$ cat src/hw/angle_sensor_consts.vh
`ifndef ANGLE_SENSOR_CONSTS_VH
`define ANGLE_SENSOR_CONSTS_VH

// ****************
// Serial bus identity and command codes
// ****************
`define DEV_ADDR 7'h36
`define CMD_BURN_ANGLE 8'h80
`define CMD_BURN_SETTING 8'h40
`define MAX_ANGLE_BURNS 2'h3

// ****************
// Register offsets
// ****************
`define REG_BURN_COUNT 8'h00
`define REG_START_HI 8'h01
`define REG_START_LO 8'h02
`define REG_STOP_HI 8'h03
`define REG_STOP_LO 8'h04
`define REG_SPAN_HI 8'h05
`define REG_SPAN_LO 8'h06
`define REG_SETTINGS_HI 8'h07
`define REG_SETTINGS_LO 8'h08
`define REG_MAGNET_FLAGS 8'h0B
`define REG_UNSCALED_HI 8'h0C
`define REG_UNSCALED_LO 8'h0D
`define REG_SCALED_HI 8'h0E
`define REG_SCALED_LO 8'h0F
`define REG_GAIN_LEVEL 8'h1A
`define REG_STRENGTH_HI 8'h1B
`define REG_STRENGTH_LO 8'h1C
`define REG_OTP_COMMAND 8'hFF

// ****************
// Writable bit masks, reserved bits keep their loaded value
// ****************
`define MASK_NIBBLE_HI 8'h0F
`define MASK_FULL_BYTE 8'hFF
`define MASK_SETTINGS_HI 8'h3F

// ****************
// Field positions inside the settings word and the magnet flags byte
// ****************
`define POWER_LEVEL_LSB 0
`define DEADBAND_LSB 2
`define OUTPUT_STAGE_LSB 4
`define PULSE_RATE_LSB 6
`define SLOW_FILTER_LSB 8
`define FAST_THRESH_LSB 10
`define WATCHDOG_BIT 13
`define MAG_STRONG_BIT 3
`define MAG_WEAK_BIT 4
`define MAG_DETECTED_BIT 5

// ****************
// One-time memory layout and resolution
// ****************
`define OTP_LAST 4'h9
`define OTP_SETTING_FLAG 4'h9
`define OTP_TALLY_ANGLE 4'h0
`define FULL_TURN_COUNTS 13'h1000
`define HALF_TURN_COUNTS 13'h0800
`define CFG_RESET 8'h00

`endif

$ cat src/hw/otp_memory.v
`timescale 1ns/1ns
// One-time memory, registered read; RST leaves its content alone
module otp_memory (
  // Clock
  input wire CLK,
  // Write port
  input wire WE,
  input wire [3:0] WADDR,
  input wire [7:0] WDATA,
  // Read port
  input wire [3:0] RADDR,
  output reg [7:0] RDATA
);

  reg [7:0] mem [0:15];
  integer i;

  // ****************
  // Power-up image, never programmed bits read as zero
  // ****************
  initial begin
    for (i = 0; i < 16; i = i + 1) begin
      mem[i] = 8'h00;
    end
  end

  // Write and registered read
  always @(posedge CLK) begin
    if (WE) begin
      mem[WADDR] <= WDATA;
    end
    RDATA <= mem[RADDR];
  end

endmodule

$ cat src/hw/angle_sensor_regs.v
`timescale 1ns/1ns
`include "angle_sensor_consts.vh"
// Function
// Registers reached over two-wire bus, slave address 0x36.
// Start, stop and span angles define narrowed output range.
// Host programs a narrowed range larger than 18 degrees.
// Full turn is 4096 counts, half turn 2048, no rescaling.
// Settings 1:0 select normal or low-power levels one to three.
// Settings 3:2 select no hysteresis or 1, 2, 3 LSB.
// Settings 5:4 select full analog, limited analog or pulse output.
// Settings 7:6 select pulse rate 115, 230, 460 or 920 Hz.
// Settings 9:8 select slow filter factor 16x, 8x, 4x, 2x.
// Settings 12:10 select slow-only or fast-filter thresholds.
// Settings bit 13 switches the watchdog off or on.
// Host changes settings by read, modify and full write-back.
// Unassigned configuration bits keep factory values.
// Power-up loads configuration from one-time memory, blanks zero.
// Command 0x80 burns angles, 0x40 burns span and settings; code needs magnet detected for 0x80, burns span only at burn count zero.
// Unassigned reads return zero and still advance the pointer.
// Pointer holds on high byte of angle and magnitude reads.
// Writes to unassigned addresses are refused, discarded, pointer moves.
// Angle burn allowed at most three times, counted in burn count.
// 12-bit values: upper nibble low at first address, low byte next.
// Writes to read-only registers leave them unchanged.
module angle_sensor_regs (
  // Clock and reset
  input wire CLK,
  input wire RST,
  // Two-wire serial bus
  input wire SCL_IN,
  input wire SDA_IN,
  output wire SDA_OUT,
  output wire SDA_OE,
  // Sensor core results
  input wire [11:0] UNSCALED_ANGLE,
  input wire [11:0] SCALED_ANGLE,
  input wire [11:0] FIELD_STRENGTH,
  input wire [7:0] GAIN_LEVEL,
  input wire MAGNET_DETECTED,
  input wire MAGNET_WEAK,
  input wire MAGNET_STRONG,
  // Configuration to the sensor core
  output wire [11:0] START_ANGLE,
  output wire [11:0] STOP_ANGLE,
  output wire [11:0] SPAN_ANGLE,
  output wire [1:0] POWER_LEVEL_SELECT,
  output wire [1:0] OUTPUT_DEADBAND,
  output wire [1:0] OUTPUT_STAGE_SELECT,
  output wire [1:0] PULSE_RATE_SELECT,
  output wire [1:0] SLOW_FILTER_FACTOR,
  output wire [2:0] FAST_FILTER_THRESHOLD,
  output wire WATCHDOG_ENABLE,
  output reg [4:0] FAST_THRESHOLD_LSB,
  output reg [9:0] PULSE_RATE_HZ,
  output reg [4:0] SLOW_FILTER_DIV,
  // Status
  output wire [1:0] BURN_COUNT,
  output reg CONFIG_READY,
  output reg BURN_BUSY
);

  // ****************
  // States
  // ****************
  localparam B_IDLE = 7'h01;
  localparam B_ADDR = 7'h02;
  localparam B_AACK = 7'h04;
  localparam B_WR = 7'h08;
  localparam B_WACK = 7'h10;
  localparam B_RD = 7'h20;
  localparam B_RACK = 7'h40;
  localparam S_LOAD = 4'h1;
  localparam S_RUN = 4'h2;
  localparam S_BURN = 4'h4;
  localparam S_TALLY = 4'h8;

  reg scl_s1_ff, scl_s2_ff, scl_s3_ff;
  reg sda_s1_ff, sda_s2_ff, sda_s3_ff;
  reg [6:0] bst_ff;
  reg [3:0] bit_cnt_ff;
  reg [7:0] shift_ff;
  reg [7:0] tx_ff;
  reg [7:0] ptr_ff;
  reg rw_ff, first_ff, mack_ff, sda_oe_ff, sda_out_ff;
  reg wr_stb_ff;
  reg [7:0] wr_addr_ff, wr_data_ff;
  reg [7:0] cfg_ff [0:9];
  reg [3:0] ctl_ff, cur_ff, end_ff, tally_ff, cap_idx_ff;
  reg [7:0] tally_val_ff;
  reg cap_ff;
  reg [7:0] rd_data;
  reg [3:0] mem_addr;
  wire [7:0] mem_rdata;
  wire scl_rise, scl_fall, bus_start, bus_stop;
  wire [15:0] settings;
  integer i;

  // ****************
  // Address decoding
  // ****************
  // Readable locations of the map
  function readable;
    input [7:0] a;
    begin
      readable = (a <= `REG_SETTINGS_LO) ||
        (a >= `REG_MAGNET_FLAGS && a <= `REG_SCALED_LO) ||
        (a >= `REG_GAIN_LEVEL && a <= `REG_STRENGTH_LO);
    end
  endfunction

  // Locations that accept written data: stored bytes and the command
  function writable;
    input [7:0] a;
    begin
      writable = (a >= `REG_START_HI && a <= `REG_SETTINGS_LO) ||
        (a == `REG_OTP_COMMAND);
    end
  endfunction

  // Bits a write may change; reserved bits keep their loaded value
  function [7:0] wmask;
    input [7:0] a;
    begin
      case (a)
        `REG_START_HI, `REG_STOP_HI, `REG_SPAN_HI: wmask = `MASK_NIBBLE_HI;
        `REG_SETTINGS_HI: wmask = `MASK_SETTINGS_HI;
        default: wmask = `MASK_FULL_BYTE;
      endcase
    end
  endfunction

  // ****************
  // Bus input synchronisers and condition detection
  // ****************
  // Two stages before any logic; third stage only for edges
  always @(posedge CLK) begin
    if (RST) begin
      scl_s1_ff <= 1'b1;
      scl_s2_ff <= 1'b1;
      scl_s3_ff <= 1'b1;
      sda_s1_ff <= 1'b1;
      sda_s2_ff <= 1'b1;
      sda_s3_ff <= 1'b1;
    end else begin
      scl_s1_ff <= SCL_IN;
      scl_s2_ff <= scl_s1_ff;
      scl_s3_ff <= scl_s2_ff;
      sda_s1_ff <= SDA_IN;
      sda_s2_ff <= sda_s1_ff;
      sda_s3_ff <= sda_s2_ff;
    end
  end

  assign scl_rise = scl_s2_ff & ~scl_s3_ff;
  assign scl_fall = ~scl_s2_ff & scl_s3_ff;
  assign bus_start = scl_s2_ff & scl_s3_ff & sda_s3_ff & ~sda_s2_ff;
  assign bus_stop = scl_s2_ff & scl_s3_ff & ~sda_s3_ff & sda_s2_ff;

  // ****************
  // Read data at the pointer
  // ****************
  // Unassigned and write-only locations read as zero
  always @* begin
    rd_data = 8'h00;
    case (ptr_ff)
      `REG_BURN_COUNT: rd_data = cfg_ff[0];
      `REG_START_HI: rd_data = cfg_ff[1];
      `REG_START_LO: rd_data = cfg_ff[2];
      `REG_STOP_HI: rd_data = cfg_ff[3];
      `REG_STOP_LO: rd_data = cfg_ff[4];
      `REG_SPAN_HI: rd_data = cfg_ff[5];
      `REG_SPAN_LO: rd_data = cfg_ff[6];
      `REG_SETTINGS_HI: rd_data = cfg_ff[7];
      `REG_SETTINGS_LO: rd_data = cfg_ff[8];
      `REG_MAGNET_FLAGS: rd_data = {2'h0, MAGNET_DETECTED, MAGNET_WEAK,
                                     MAGNET_STRONG, 3'h0};
      `REG_UNSCALED_HI: rd_data = {4'h0, UNSCALED_ANGLE[11:8]};
      `REG_UNSCALED_LO: rd_data = UNSCALED_ANGLE[7:0];
      `REG_SCALED_HI: rd_data = {4'h0, SCALED_ANGLE[11:8]};
      `REG_SCALED_LO: rd_data = SCALED_ANGLE[7:0];
      `REG_GAIN_LEVEL: rd_data = GAIN_LEVEL;
      `REG_STRENGTH_HI: rd_data = {4'h0, FIELD_STRENGTH[11:8]};
      `REG_STRENGTH_LO: rd_data = FIELD_STRENGTH[7:0];
      default: rd_data = 8'h00;
    endcase
  end

  // ****************
  // Serial bus slave
  // ****************
  // Bits sampled on SCL rise, driven after SCL fall; START and STOP
  // win over every bus state. The bus is ignored while memory loads.
  always @(posedge CLK) begin
    if (RST) begin
      bst_ff <= B_IDLE;
      bit_cnt_ff <= 4'h0;
      shift_ff <= 8'h00;
      tx_ff <= 8'h00;
      ptr_ff <= 8'h00;
      rw_ff <= 1'b0;
      first_ff <= 1'b0;
      mack_ff <= 1'b0;
      sda_oe_ff <= 1'b0;
      sda_out_ff <= 1'b0;
      wr_stb_ff <= 1'b0;
      wr_addr_ff <= 8'h00;
      wr_data_ff <= 8'h00;
    end else begin
      wr_stb_ff <= 1'b0;
      if (ctl_ff == S_LOAD) begin
        bst_ff <= B_IDLE;
        sda_oe_ff <= 1'b0;
      end else if (bus_start) begin
        bst_ff <= B_ADDR;
        bit_cnt_ff <= 4'h0;
        sda_oe_ff <= 1'b0;
      end else if (bus_stop) begin
        bst_ff <= B_IDLE;
        sda_oe_ff <= 1'b0;
      end else begin
        case (bst_ff)
          B_ADDR, B_WR: begin
            if (scl_rise && bit_cnt_ff != 4'h8) begin
              shift_ff <= {shift_ff[6:0], sda_s2_ff};
              bit_cnt_ff <= bit_cnt_ff + 4'h1;
            end else if (scl_fall && bit_cnt_ff == 4'h8) begin
              bit_cnt_ff <= 4'h0;
              if (bst_ff == B_ADDR) begin
                if (shift_ff[7:1] == `DEV_ADDR) begin
                  sda_oe_ff <= 1'b1;
                  rw_ff <= shift_ff[0];
                  first_ff <= ~shift_ff[0];
                  bst_ff <= B_AACK;
                end else begin
                  bst_ff <= B_IDLE;
                end
              end else if (first_ff) begin
                // Pointer load; unknown locations are not acknowledged
                ptr_ff <= shift_ff;
                first_ff <= 1'b0;
                sda_oe_ff <= readable(shift_ff) |
                  (shift_ff == `REG_OTP_COMMAND);
                bst_ff <= B_WACK;
              end else begin
                sda_oe_ff <= writable(ptr_ff);
                wr_stb_ff <= writable(ptr_ff);
                wr_addr_ff <= ptr_ff;
                wr_data_ff <= shift_ff;
                ptr_ff <= ptr_ff + 8'h01;
                bst_ff <= B_WACK;
              end
            end
          end
          B_AACK, B_RACK: begin
            if (scl_rise) begin
              mack_ff <= ~sda_s2_ff;
            end else if (scl_fall) begin
              if (rw_ff && (bst_ff == B_AACK || mack_ff)) begin
                tx_ff <= rd_data;
                sda_oe_ff <= ~rd_data[7];
                bit_cnt_ff <= 4'h1;
                bst_ff <= B_RD;
                // Hold on high byte so a poll needs no reload
                if (ptr_ff != `REG_UNSCALED_HI &&
                    ptr_ff != `REG_SCALED_HI &&
                    ptr_ff != `REG_STRENGTH_HI) begin
                  ptr_ff <= ptr_ff + 8'h01;
                end
              end else if (rw_ff) begin
                sda_oe_ff <= 1'b0; // Master NACK ends the read
                bst_ff <= B_IDLE;
              end else begin
                sda_oe_ff <= 1'b0;
                bst_ff <= B_WR;
              end
            end
          end
          B_WACK: begin
            if (scl_fall) begin
              sda_oe_ff <= 1'b0;
              bst_ff <= B_WR;
            end
          end
          B_RD: begin
            if (scl_fall) begin
              if (bit_cnt_ff == 4'h8) begin
                sda_oe_ff <= 1'b0;
                bst_ff <= B_RACK;
              end else begin
                sda_oe_ff <= ~tx_ff[6];
                tx_ff <= {tx_ff[6:0], 1'b0};
                bit_cnt_ff <= bit_cnt_ff + 4'h1;
              end
            end
          end
          default: begin
            sda_oe_ff <= 1'b0;
          end
        endcase
      end
    end
  end

  // ****************
  // Configuration shadow, power-up load and burn sequencer
  // ****************
  // Memory read address during load, write address during burn
  always @* begin
    mem_addr = cur_ff;
    if (ctl_ff == S_TALLY) begin
      mem_addr = tally_ff;
    end
  end

  otp_memory u_otp (
    .CLK(CLK),
    .WE(ctl_ff == S_BURN || ctl_ff == S_TALLY),
    .WADDR(mem_addr),
    .WDATA(ctl_ff == S_TALLY ? tally_val_ff : cfg_ff[cur_ff]),
    .RADDR(mem_addr),
    .RDATA(mem_rdata)
  );

  // Loads shadow after reset, takes bus writes, runs burns
  always @(posedge CLK) begin
    if (RST) begin
      for (i = 0; i < 10; i = i + 1) begin
        cfg_ff[i] <= `CFG_RESET;
      end
      ctl_ff <= S_LOAD;
      cur_ff <= 4'h0;
      end_ff <= 4'h0;
      tally_ff <= 4'h0;
      tally_val_ff <= 8'h00;
      cap_ff <= 1'b0;
      cap_idx_ff <= 4'h0;
      CONFIG_READY <= 1'b0;
      BURN_BUSY <= 1'b0;
    end else begin
      cap_ff <= 1'b0;
      if (cap_ff) begin
        cfg_ff[cap_idx_ff] <= mem_rdata;
        CONFIG_READY <= (cap_idx_ff == `OTP_LAST);
      end
      case (ctl_ff)
        S_LOAD: begin
          cap_ff <= 1'b1;
          cap_idx_ff <= cur_ff;
          cur_ff <= cur_ff + 4'h1;
          if (cur_ff == `OTP_LAST) begin
            ctl_ff <= S_RUN;
          end
        end
        S_RUN: begin
          if (wr_stb_ff && wr_addr_ff != `REG_OTP_COMMAND) begin
            // Masked merge keeps reserved bits
            cfg_ff[wr_addr_ff[3:0]] <= (cfg_ff[wr_addr_ff[3:0]] &
              ~wmask(wr_addr_ff)) | (wr_data_ff & wmask(wr_addr_ff));
          end else if (wr_stb_ff && wr_data_ff == `CMD_BURN_ANGLE &&
              cfg_ff[0][1:0] != `MAX_ANGLE_BURNS &&
              MAGNET_DETECTED) begin
            cur_ff <= 4'h1;
            end_ff <= 4'h4;
            tally_ff <= `OTP_TALLY_ANGLE;
            tally_val_ff <= {cfg_ff[0][7:2], cfg_ff[0][1:0] + 2'h1};
            ctl_ff <= S_BURN;
            BURN_BUSY <= 1'b1;
          end else if (wr_stb_ff && wr_data_ff == `CMD_BURN_SETTING &&
              cfg_ff[`OTP_SETTING_FLAG] == 8'h00) begin
            // Span is burnt only while angles were never burnt
            cur_ff <= (cfg_ff[0][1:0] == 2'h0) ? 4'h5 : 4'h7;
            end_ff <= 4'h8;
            tally_ff <= `OTP_SETTING_FLAG;
            tally_val_ff <= 8'h01;
            ctl_ff <= S_BURN;
            BURN_BUSY <= 1'b1;
          end
        end
        S_BURN: begin
          cur_ff <= cur_ff + 4'h1;
          if (cur_ff == end_ff) begin
            ctl_ff <= S_TALLY;
          end
        end
        S_TALLY: begin
          cfg_ff[tally_ff] <= tally_val_ff;
          ctl_ff <= S_RUN;
          BURN_BUSY <= 1'b0;
        end
        default: begin
          ctl_ff <= S_RUN;
        end
      endcase
    end
  end

  // ****************
  // Configuration outputs
  // ****************
  // Shadow bytes joined back into 12-bit values
  assign START_ANGLE = {cfg_ff[1][3:0], cfg_ff[2]};
  assign STOP_ANGLE = {cfg_ff[3][3:0], cfg_ff[4]};
  assign SPAN_ANGLE = {cfg_ff[5][3:0], cfg_ff[6]};
  assign settings = {cfg_ff[7], cfg_ff[8]};
  assign POWER_LEVEL_SELECT = settings[`POWER_LEVEL_LSB +: 2];
  assign OUTPUT_DEADBAND = settings[`DEADBAND_LSB +: 2];
  assign OUTPUT_STAGE_SELECT = settings[`OUTPUT_STAGE_LSB +: 2];
  assign PULSE_RATE_SELECT = settings[`PULSE_RATE_LSB +: 2];
  assign SLOW_FILTER_FACTOR = settings[`SLOW_FILTER_LSB +: 2];
  assign FAST_FILTER_THRESHOLD = settings[`FAST_THRESH_LSB +: 3];
  assign WATCHDOG_ENABLE = settings[`WATCHDOG_BIT];
  assign BURN_COUNT = cfg_ff[0][1:0];
  assign SDA_OUT = sda_out_ff; // Open drain: only ever pulls low
  assign SDA_OE = sda_oe_ff;

  // Decoded values registered so the core sees stable numbers
  always @(posedge CLK) begin
    if (RST) begin
      FAST_THRESHOLD_LSB <= 5'h00;
      PULSE_RATE_HZ <= 10'h073;
      SLOW_FILTER_DIV <= 5'h10;
    end else begin
      case (FAST_FILTER_THRESHOLD)
        3'h1: FAST_THRESHOLD_LSB <= 5'h06;
        3'h2: FAST_THRESHOLD_LSB <= 5'h07;
        3'h3: FAST_THRESHOLD_LSB <= 5'h09;
        3'h4: FAST_THRESHOLD_LSB <= 5'h12;
        3'h5: FAST_THRESHOLD_LSB <= 5'h15;
        3'h6: FAST_THRESHOLD_LSB <= 5'h18;
        3'h7: FAST_THRESHOLD_LSB <= 5'h0A;
        default: FAST_THRESHOLD_LSB <= 5'h00; // Slow filter only
      endcase
      PULSE_RATE_HZ <= 10'h073 << PULSE_RATE_SELECT;
      SLOW_FILTER_DIV <= 5'h10 >> SLOW_FILTER_FACTOR;
    end
  end

endmodule

$ cat config.mk
export PLATFORM = sky130hd
export DESIGN_NAME = angle_sensor_regs
export DESIGN_NICKNAME = d
export VERILOG_FILES = /design/src/hw/otp_memory.v /design/src/hw/angle_sensor_regs.v
export VERILOG_INCLUDE_DIRS = /design/src /design/src/hw
export SDC_FILE = /design/constraint.sdc
export NUM_CORES = 1
export LEC_CHECK = 0
export BUFFER_PORTS_ARGS = -buffer_cell sky130_fd_sc_hd__buf_4
export CELL_PAD_IN_SITES_DETAIL_PLACEMENT = 0
export CELL_PAD_IN_SITES_GLOBAL_PLACEMENT = 1
export CORE_UTILIZATION = 45
export DETAILED_ROUTE_END_ITERATION = 10
export PLACE_DENSITY_LB_ADDON = 0.1
export SETUP_SLACK_MARGIN = 0.1
export SLEW_MARGIN = 20
export SYNTH_ARGS = -nofsm -noshare
export SYNTH_HDL_FRONTEND = slang
export SYNTH_HIERARCHICAL = 1
export SYNTH_SLANG_ARGS = --single-unit
$ cat constraint.sdc
create_clock -name CLK -period 2.7 [get_ports CLK]
set_input_delay 0 -clock CLK [delete_from_list [all_inputs] [get_ports CLK]]
set_output_delay 0 -clock CLK [all_outputs]
set_load 0.05 [all_outputs]
---- Word-level counts from Yosys, hierarchy flattened ----
Memory sizes are Yosys's and may differ from the RTL's. A register that Yosys moved wholly into a read port is not among the register bits.
Index checks and enable logic that the tools add are counted.
storage, ports and cells
  word-level logic and storage cells ...... 322
  memories ................................ 2
  flip-flop bits (word level) ............. 112
  bits in writable memories ............... 208
memories
  name       words  width  read ports  clocked after Yosys merged registers in  wr ports  line                    RTL
  u_otp.mem  16     8      1           1                                        1         otp_memory.v:15         reg [7:0] mem [0:15];
  cfg_ff     10     8      12          2                                        10        angle_sensor_regs.v:87  reg [7:0] cfg_ff [0:9];
operators by class
  multiplexer cells ....................... 110
  shift operators ......................... 2
  add/subtract/negate cells ............... 4
  reductions and logical operators ........ 55
  equal/unequal tests ..................... 83
  bitwise logic cells ..................... 28
  magnitude comparators ................... 7
operator list
  kind                                                             count
  2-to-1 mux 8 bit                                                 17
  case mux 8 bit (17 select lines)                                 1
  2-to-1 mux 4 bit                                                 30
  2-to-1 mux 7 bit                                                 13
  == test 8 x 3 -> 1 bit (second input constant)                   6
  == test 8 x 4 -> 1 bit (second input constant)                   6
  != test 4 bit (second input constant)                            9
  case mux 5 bit (7 select lines)                                  1
  2-to-1 mux 1 bit                                                 34
  case mux 8 bit (2 select lines)                                  2
  AND reduction 8 bit                                              4
  != test 2 bit (second input constant)                            14
  case mux 7 bit (4 select lines)                                  1
  == test 8 x 2 -> 1 bit (second input constant)                   3
  == test 8 x 5 -> 1 bit (second input constant)                   3
  == test 8 bit (second input constant)                            3
  less-or-equal comparator 8 x 4 -> 1 bit (second input constant)  3
  case mux 4 bit (3 select lines)                                  2
  OR reduction 8 bit                                               3
  != test 3 bit (second input constant)                            7
  AND reduction 9 bit                                              2
  bitwise AND 8 bit                                                2
  == test 4 bit (second input constant)                            4
  == test 8 x 1 -> 1 bit (second input constant)                   2
  other kinds (55)                                                 117

---- Logic depth before layout (Yosys ltp) ----
Gate-level depths: netlist (run 1).
  word-level depth ........................ 11
  gate-level depth with buffers ........... 10
  mapped depth without buffers ............ 8

---- Modules after synthesis ----
Netlist (run 1), hierarchy kept.
by module, submodules not included
  module             instances  area an instance (um^2)  sequential area each (um^2)  cells an instance
  angle_sensor_regs  1          14109.8                  6065.8                       1484
  otp_memory         1          5147.4                   4003.8                       229

---- Worst setup path before layout (run 1) ----
OpenSTA, ideal clock, no wires.
  path type ............................... reg2reg
  start point ............................. register ctl_ff[0]
  end point ............................... memory u_otp.mem[0][0] (enable)
  setup slack ............................. -0.325 ns
  arrival time ............................ 2.641 ns
  cell stages (with the launch flop) ...... 6
  data required time ...................... 2.317 ns
  library setup time ...................... 0.383 ns
  path through ............................ dfxtp_1 > or4b_2 > clkbuf_1 > and2_1 > or3b_2 > nor3_1
RTL lines
  item                    line                     RTL
  from (decl)             angle_sensor_regs.v:88   reg [3:0] ctl_ff, cur_ff, end_ff, tally_ff, cap_idx_ff;
  from (signal assigned)  angle_sensor_regs.v:330  ctl_ff <= S_LOAD;
  from (signal assigned)  angle_sensor_regs.v:351  ctl_ff <= S_RUN;
  from (signal assigned)  angle_sensor_regs.v:366  ctl_ff <= S_BURN;
  == test 4 bit           angle_sensor_regs.v:310  if (ctl_ff == S_TALLY) begin
  2-to-1 mux 4 bit        angle_sensor_regs.v:310
  net mem_addr[2]         angle_sensor_regs.v:92   reg [3:0] mem_addr;
  to (decl)               otp_memory.v:15
The timed path passes the listed nets, and every way through them passes these cells.

==> flow_summary.json, run 1 <==
{
  "root_buffer": "clkbuf_16",
  "antenna_cells": 0,
  "synth_warnings": 6,
  "coreArea_um2": 42000,
  "drc": 0,
  "ys_ff_latch": 375,
  "grt_pass1_vias": 14448,
  "gp_congestion": 0.944,
  "synth_cell_types": 92,
  "power_density_nw_per_um2": 644,
  "io_pins": 127,
  "hp-class": "input port to flip-flop",
  "startpoint_type": "flip-flop",
  "worstMarginPinSlew_ps": 807,
  "synth_area_leaders": "edfxtp_1 40%, dfxtp_1 12%, mux4_2 8.1%",
  "required_ps": 3050,
  "areaGrowthSynthToFinish_pct": 21.1,
  "synth_edf_count": 256,
  "finish.utilization_pct": 55.5,
  "ant_nets": 0,
  "crit_path_end_kind": "flip-flop",
  "final_nets": 1986,
  "vias": 15358,
  "htreeDepth": 2,
  "drtIter0Drc": 1732,
  "fin_skew_ps": 42.6,
  "avgSynthCellArea_um2": 11.2,
  "path_buf_inv": 2,
  "critPathMostFrequentCell": "mux4_2",
  "crit_path_max_incr_delay_ps": 540,
  "setup_tns_ps": 0,
  "slew_violations": 0,
  "max_slew_margin_pct": 46.2,
  "crit_type": "flip-flop to flip-flop",
  "synth_top_area_cell": "edfxtp_1",
  "std_cell_rows": 75,
  "synth_area_um2": 19300,
  "die_h_um": 209,
  "wl_um": 65500,
  "layout_common_cells": "295 x buf_4, 256 x edfxtp_1, 219 x nand2_1",
  "p_leak_nw": 8.19,
  "outcome": "complete, no violations",
  "crit_family": "multiplexers",
  "grt_overflow": 0,
  "rsz0062_at_grt": "true",
  "critPathSlowestCell": "mux4_2",
  "crit_fanout": 16,
  "async_reset_ff_share_pct": 0,
  "worstPathArrival_ps": 2900,
  "dp_hpwl_um": 47200,
  "final_common_cell": "buf_4",
  "max_cap_viol_count": 0,
  "max_freq_mhz": 393,
  "clock-sinks": 375,
  "synth_top_cell_area_share_pct": 39.9,
  "synthFlopType": "edfxtp_1",
  "dieArea_um2": 43600,
  "finalHoldViolCount": 0,
  "power.total_mw": 15.0,
  "die_w_um": 209,
  "cts_tree": "built",
  "path_clk_slew_ps": 60,
  "track_usage_pct": 29.8,
  "dr.pass1.iters": 7,
  "crit_chain": "buf_12 > mux4_2 > mux4_2 > and3_4 > a211oi_4 > buf_4 > o21ai_0",
  "period_minus_slack_ps": 2550,
  "wl_per_cell_um": 26.3,
  "start_util_pct": 45.8,
  "post-route-period-util_pct": 94.3,
  "drive_above_1_share_pct": 26.8,
  "antenna_found_initial": 0,
  "cts_buffer_depth": 3,
  "clkLatencyLatePin_ps": 610,
  "netlist_instances": 1713,
  "peakVddDrop_mv": 0.536,
  "drt-vias-per-instance": 6.16,
  "ys_seq_area_share_pct": 52.3,
  "setup_viol": 0,
  "grt_pass1_wl_um": 95600,
  "grt_max_degree": 63,
  "cts-buffers-inserted": 42,
  "io_buffer_count": 124
}
-- flip-flops by register name, indices dropped and copies added (netlist names), 4 cells and up, named ones only --
signal	cells
tally_val_ff	8
PULSE_RATE_HZ	8
SLOW_FILTER_DIV	4
u_otp/RDATA	8
u_otp/mem	128
ptr_ff	8
tx_ff	7
bst_ff	7
bit_cnt_ff	4
shift_ff	8
cur_ff	4
FAST_THRESHOLD_LSB	5
ctl_ff	4
wr_addr_ff	8
wr_data_ff	8
cap_idx_ff	4
cfg_ff	128
-- stage by stage --
step,hold slack (ps),setup WS [ps],std cells,instance area (µm²)
2_1_floorplan,104,103,1714,19300
6_report,32.9,155,2494,23300
3_3_place_gp,188,99.0,2396,21700
5_1_grt,91.4,67.4,2494,23300
4_1_cts,21.2,106,2491,23200
3_5_place_dp,192,114,2396,21700
-- per-layer routing --
| layer | vias up | global-route usage [%] | wire length [µm] |
|---|---|---|---|
| met3 | 112 | 6.99 | 6190 |
| li1 | 6879 | - | - |
| met2 | 762 | 45.9 | 29500 |
| met1 | 7605 | 41.5 | 27600 |
| met5 | - | 0 | 0 |
| met4 | 0 | 10.2 | 2120 |
-- kinds of logic (layout without fill, tap and decap cells) --
logic type               count (synthesis)  count (layout)  share of synthesized area [%]
other                                    1               2                         0.0195
multiplexers                           137             137                           13.7
AO/OA/AOI/OAI                          354             354                           11.8
flip-flops                             375             375                           52.3
AND/OR/NAND/NOR                        633             634                           16.2
XOR/XNOR                                 9               9                          0.409
buffers and inverters                  191             431                           4.68
adder cells (fa/ha/maj)                 13              13                          0.845
-- power breakdown --
| part | internal (mW) | switching, mW | total (mW) |
|---|---|---|---|
| logic | 1.07 | 1.51 | 2.58 |
| clock network | 3.25 | 2.45 | 5.70 |
| registers | 6.51 | 0.229 | 6.74 |
-- worst paths after layout --
kind,start,end,slack (ps),cells after the start
hold reg to reg,sda_s1_ff$_SDFF_PP1_,sda_s2_ff$_SDFF_PP1_,410,1
hold / removal,GAIN_LEVEL[6],tx_ff[6]$_SDFFE_PP0P_,30,5
setup reg to reg,flip-flop,cfg_ff[2][4]$_DFFE_PP_,150,7
setup / recovery,flip-flop,cfg_ff[2][4]$_DFFE_PP_,150,7
-- layout make-up --
type | instances | area (µm²)
clock buffer | 59 | 1170
clock inverter | 18 | 191
fill | 3667 | 18700
inverter | 26 | 97.6
multi-input combinational | 1149 | 8420
sequential | 375 | 10100
tap | 539 | 674
timing repair buffer | 328 | 2700
-- worst min-delay path, stage by stage --
cell	delay, ps
buf_4	90
a32oi_1	50
o21ai_0	160
o31ai_1	70
a211oi_1	200
-- Yosys cell counts (15+ instances only) --
master	instances
clkbuf_1	108
a22oi_1	25
nand2_1	222
buf_4	24
nand2b_1	16
o31ai_1	17
nor2_1	103
nand4_1	16
edfxtp_1	256
mux4_1	24
dfxtp_1	119
mux4_2	69
nor3_1	27
mux2i_1	33
o21ai_0	132
inv_1	26
a21oi_1	64
nand3_1	118
nor2b_1	15
-- timing repair --
action / CTS / global route
endpoints found under the hold margin: 17 / 0
cloned: 0 / 1
resized for setup: 1 / 14
setup endpoints to repair: 1 / 59
hold buffers: 18 / 0
buffers inserted: 0 / 2
pin swaps: 0 / 3
(Power assumes the default switching activity.)
==> inputs of run 2 (changes only) <==
--- a/config.mk
+++ b/config.mk
@@ -6,11 +6,11 @@
 export SDC_FILE = /design/constraint.sdc
 export NUM_CORES = 1
 export LEC_CHECK = 0
-export BUFFER_PORTS_ARGS = -buffer_cell sky130_fd_sc_hd__buf_4
 export CELL_PAD_IN_SITES_DETAIL_PLACEMENT = 0
 export CELL_PAD_IN_SITES_GLOBAL_PLACEMENT = 1
-export CORE_UTILIZATION = 45
+export CORE_UTILIZATION = 47
 export DETAILED_ROUTE_END_ITERATION = 10
+export DONT_BUFFER_PORTS = 1
 export PLACE_DENSITY_LB_ADDON = 0.1
 export SETUP_SLACK_MARGIN = 0.1
 export SLEW_MARGIN = 20
==> flow_summary.json, run 2 (same netlist as run 1, synthesis figures left out) <==
{
  "hp-class": "input port to flip-flop",
  "peakVddDrop_mv": 0.539,
  "crit_type": "flip-flop to flip-flop",
  "outcome": "complete, no violations",
  "grt_pass1_vias": 14238,
  "drtIter0Drc": 1682,
  "gp_congestion": 0.954,
  "post-route-period-util_pct": 95.4,
  "path_clk_slew_ps": 60,
  "vias": 15067,
  "std_cell_rows": 73,
  "grt_pass1_wl_um": 94600,
  "dr.pass1.iters": 5,
  "cts_tree": "built",
  "finalHoldViolCount": 0,
  "rr_worst_depth": 7,
  "dp_hpwl_um": 46400,
  "slew_violations": 0,
  "critPathSlowestCell": "mux4_2",
  "worstPathArrival_ps": 2910,
  "max_cap_viol_count": 0,
  "clkLatencyLatePin_ps": 590,
  "antenna_found_initial": 5,
  "track_usage_pct": 31.1,
  "cts-buffers-inserted": 41,
  "coreArea_um2": 40100,
  "htreeDepth": 2,
  "grt_max_degree": 95,
  "final_nets": 1904,
  "placed_area_um2": 20900,
  "startpoint_type": "flip-flop",
  "rsz0062_at_grt": "true",
  "antenna_cells": 0,
  "worstMarginPinSlew_ps": 930,
  "setup_viol": 0,
  "areaGrowthSynthToFinish_pct": 17.9,
  "io_buffer_count": 0,
  "drt-vias-per-instance": 6.28,
  "fin_skew_ps": 29.4,
  "final_common_cell": "edfxtp_1",
  "wl_per_cell_um": 26.9,
  "die_h_um": 204,
  "holdCritStartpoint": "SCALED_ANGLE[2]",
  "drive_above_1_share_pct": 23.6,
  "min_to": "tx_ff[2]$_SDFFE_PP0P_",
  "p_leak_nw": 7.79,
  "reg2reg_slack_ps": 120,
  "r2r-end": "cfg_ff[3][5]$_DFFE_PP_",
  "crit_chain": "buf_12 > mux4_2 > mux4_2 > and3_4 > a211oi_4 > buf_12 > o21ai_0",
  "setup_tns_ps": 0,
  "clock-sinks": 375,
  "whs_path_depth": 4,
  "power_density_nw_per_um2": 664,
  "required_ps": 3030,
  "crit_fanout": 16,
  "layout_common_cells": "256 x edfxtp_1, 219 x nand2_1, 210 x buf_4",
  "grt_overflow": 0,
  "period_minus_slack_ps": 2580,
  "max_slew_margin_pct": 37.9,
  "wl_um": 64600,
  "root_buffer": "clkbuf_16",
  "max_freq_mhz": 388,
  "fin_area_um2": 22700,
  "crit_path_max_incr_delay_ps": 520,
  "ant_nets": 0,
  "io_pins": 127,
  "cts_buffer_depth": 3,
  "crit_path_end_kind": "flip-flop",
  "dieArea_um2": 41800,
  "start_util_pct": 48.0,
  "drc": 0,
  "die_w_um": 204,
  "reg_top3": "cfg_ff x128, u_otp/mem x128"
}
## run 2: final cells by class
cell class              count  area [µm²]
clock buffers              53        1150
fillers                  3471       17400
clock inverters            23         240
flip-flops and latches    375       10100
multi-input cells        1148        8390
well taps                 525         657
inverters                  26        97.6
repair buffers            248        2090
## run 2: report_power, final
part	internal [mW]	switching (mW)	total [mW]
clock	3.40	2.42	5.82
combinational	1.01	1.48	2.48
sequential	6.51	0.251	6.76
total	10.9	4.15	15.1
## run 2: worst max-delay path by stage
| stage | startpoint | end | slack, ps | cells past startpoint |
|---|---|---|---|---|
| after floorplan | cfg_ff[6][4]$_DFFE_PP_ | cfg_ff[15][4]$_DFFE_PP_ | 100 | 6 |
| after global placement | flip-flop | cfg_ff[6][6]$_DFFE_PP_ | 110 | 7 |
| after detailed placement | ctl_ff[1]$_SDFFE_PP0P_ | cfg_ff[14][0]$_DFFE_PP_ | 70 | 8 |
| after CTS | ctl_ff[3]$_SDFFE_PP0P_ | u_otp/mem[0][6]$_DFFE_PP_ | 80 | 4 |
| after global routing | flip-flop | cfg_ff[6][5]$_DFFE_PP_ | 50 | 7 |
| final | flip-flop | cfg_ff[3][5]$_DFFE_PP_ | 120 | 7 |
## run 2: critical path, delay by kind of cell (launching register included)
kind                   cells  cell delay, ps
muxes                      2            1010
DFF                        1             350
and+or+nand+nor            1             210
AOI/OAI and AO/OA          2             370
buffers and inverters      2             380
## run 2: per-layer routing
layer  wire length [µm]  global-route usage (%)
met1              27000                    43.5
met3               5880                    6.23
met4               1810                    9.57
met5                 23                       0
met2              29800                    48.5
## run 2: stage by stage
stage | setup WS [ps] | hold slack [ps] | utilization (%) | total power, mW | cells
3_5_place_dp | 68.5 | 107 | 52.2 | 9.25 | 2288
4_1_cts | 84.9 | 1.06 | 56.3 | 15.1 | 2390
5_1_grt | 46.3 | 58.9 | 56.6 | 15.5 | 2398
6_report | 124 | 22.6 | 56.6 | 15.1 | 2398
3_3_place_gp | 114 | 98.9 | 52.2 | 9.22 | 2288
2_1_floorplan | 103 | 104 | - | 8.29 | 1714
## run 2: repair_timing
item,CTS,global route
hold endpoints to repair,168,0
hold buffers,24,0
resized for setup,3,10
setup buffers,2,7
pin swaps,1,5
setup endpoints to repair,19,81
cloned,0,1
==> inputs of run 3 (changes only) <==
--- a/config.mk
+++ b/config.mk
@@ -6,11 +6,12 @@
 export SDC_FILE = /design/constraint.sdc
 export NUM_CORES = 1
 export LEC_CHECK = 0
-export CELL_PAD_IN_SITES_DETAIL_PLACEMENT = 0
-export CELL_PAD_IN_SITES_GLOBAL_PLACEMENT = 1
-export CORE_UTILIZATION = 47
+export CELL_PAD_IN_SITES_DETAIL_PLACEMENT = 1
+export CELL_PAD_IN_SITES_GLOBAL_PLACEMENT = 2
+export CORE_UTILIZATION = 39
 export DETAILED_ROUTE_END_ITERATION = 10
 export DONT_BUFFER_PORTS = 1
+export GPL_ROUTABILITY_DRIVEN = 1
 export PLACE_DENSITY_LB_ADDON = 0.1
 export SETUP_SLACK_MARGIN = 0.1
 export SLEW_MARGIN = 20
==> flow_summary.json, run 3 (same netlist as run 1, synthesis figures left out) <==
{
  "outcome": "complete, but fails checks",
  "cts-buffers-inserted": 44,
  "whs_path_depth": 4,
  "max_freq_mhz": 392,
  "peakVddDrop_mv": 0.585,
  "drc": 0,
  "fin_ws_ps": 150,
  "crit_type": "flip-flop to flip-flop",
  "multiInputGateArea_um2": 8410,
  "vias": 15305,
  "hp-class": "input port to flip-flop",
  "startpoint_type": "flip-flop",
  "drive_above_1_share_pct": 24.5,
  "setup_tns_ps": 0,
  "final_nets": 1918,
  "rr_worst_depth": 7,
  "grt_overflow": 0,
  "std_cell_rows": 81,
  "critPathMostFrequentCell": "mux4_2",
  "max_slew_margin_pct": 37.1,
  "fin_area_um2": 23200,
  "ant_nets": 0,
  "dieArea_um2": 50300,
  "fin_skew_ps": 49.5,
  "die_h_um": 224,
  "finalHoldViolCount": 1,
  "grt_pass1_wl_um": 104000,
  "worstMarginPinSlew_ps": 942,
  "dr.pass1.iters": 5,
  "path_clk_slew_ps": 60,
  "areaGrowthSynthToFinish_pct": 20.4,
  "period_minus_slack_ps": 2550,
  "dp_hpwl_um": 52100,
  "finalHoldWorstSlack_ps": -1.84,
  "clkLatencyLatePin_ps": 610,
  "gp_congestion": 0.899,
  "die_w_um": 224,
  "layoutNonFillerInstCount": 2553,
  "track_usage_pct": 28.3,
  "crit_fanout": 9,
  "drt-vias-per-instance": 5.99,
  "drtIter0Drc": 1384,
  "placed_area_um2": 21300,
  "cts_tree": "built",
  "worstPathArrival_ps": 2900,
  "grt_pass1_vias": 15231,
  "clock-sinks": 375,
  "power.total_mw": 15.4,
  "io_pins": 127,
  "layout_common_cells": "256 x edfxtp_1, 220 x nand2_1, 214 x buf_4",
  "fill_cells": 5204,
  "wl_per_cell_um": 28.0,
  "power_density_nw_per_um2": 663,
  "reg_top3": "cfg_ff x128, u_otp/mem x128",
  "crit_chain": "buf_12 > mux4_2 > mux4_2 > and3_4 > a211oi_4 > buf_6 > o21ai_0",
  "p_leak_nw": 7.96,
  "grt_most_used_layer": "met2",
  "grt_max_degree": 95,
  "final_common_cell": "edfxtp_1",
  "required_ps": 3050,
  "root_buffer": "clkbuf_16",
  "max_cap_viol_count": 0,
  "rsz0062_at_grt": "false",
  "met3_usage_pct": 5.93,
  "coreArea_um2": 48800,
  "seqCellArea_um2": 10100,
  "crit_path_end_kind": "flip-flop",
  "setup_viol": 0,
  "htreeDepth": 2,
  "critPathSlowestCell": "mux4_2",
  "finish.utilization_pct": 47.5,
  "antenna_found_initial": 3,
  "grt_util_met2_pct": 42.3,
  "crit_path_max_incr_delay_ps": 510,
  "cts_buffer_depth": 3,
  "slew_violations": 0,
  "io_buffer_count": 0,
  "grtUsageMet1_pct": 39.9,
  "start_util_pct": 39.4,
  "violations": "hold timing",
  "post-route-period-util_pct": 94.4,
  "wl_um": 71500,
  "dp_cells": 2441,
  "dpl_worst_slack_ps": -10.2
}
==> run 3: cell count changes in the layout (fill, tap and decap cells not counted), sizes merged <==
cell / previous run / this run
buf: 225 / 237
clkbuf: 53 / 61
clkinvlp: 2 / 0
dlygate4sd3: 23 / 21
clkinv: 16 / 15
diode: 0 / 1
==> run 3: layout make-up <==
class | count | area share (%)
antenna | 1 | 0.0108
clock buffer | 60 | 5.26
clock inverter | 20 | 1.12
inverter | 26 | 0.421
multi-input combinational | 1148 | 36.3
sequential | 375 | 43.4
tap | 664 | 3.58
timing repair buffer | 259 | 9.88
==> run 3: worst paths after layout <==
kind	startpoint	end	slack [ps]
min	RST	cfg_ff[4][5]$_DFFE_PP_	-2
min reg2reg	sda_s1_ff$_SDFF_PP1_	sda_s2_ff$_SDFF_PP1_	410
max	flip-flop	cfg_ff[14][4]$_DFFE_PP_	150
max reg2reg	flip-flop	cfg_ff[14][4]$_DFFE_PP_	150
==> run 3: critical path, delay by kind of cell (launching register included) <==
kind	cells	cell delay, ps
and+or+nand+nor	1	210
DFF	1	400
AOI/OAI and AO/OA	2	320
buffers and inverters	2	380
muxes	2	990
==> run 3: timing repair <==
action	4_1_cts	5_1_grt
gates resized for setup	4	18
endpoints found under the hold margin	190	0
hold buffers	22	0
gates cloned	0	1
buffers inserted	3	5
pin swaps	2	2
endpoints found under the setup margin	26	90
==> run 3: routing by layer <==
| metal | up-vias | routed length [µm] |
|---|---|---|
| li1 | 6757 | - |
| met1 | 7788 | 31400 |
| met2 | 620 | 31400 |
| met3 | 136 | 5690 |
| met4 | 4 | 2890 |
| met5 | - | 84 |
==> run 3: power breakdown <==
group	leakage (nW)	total, mW	switching [mW]	internal (mW)
registers	3.41	6.78	0.267	6.52
logic	3.82	2.48	1.48	0.999
clock network	0.725	6.13	2.55	3.58
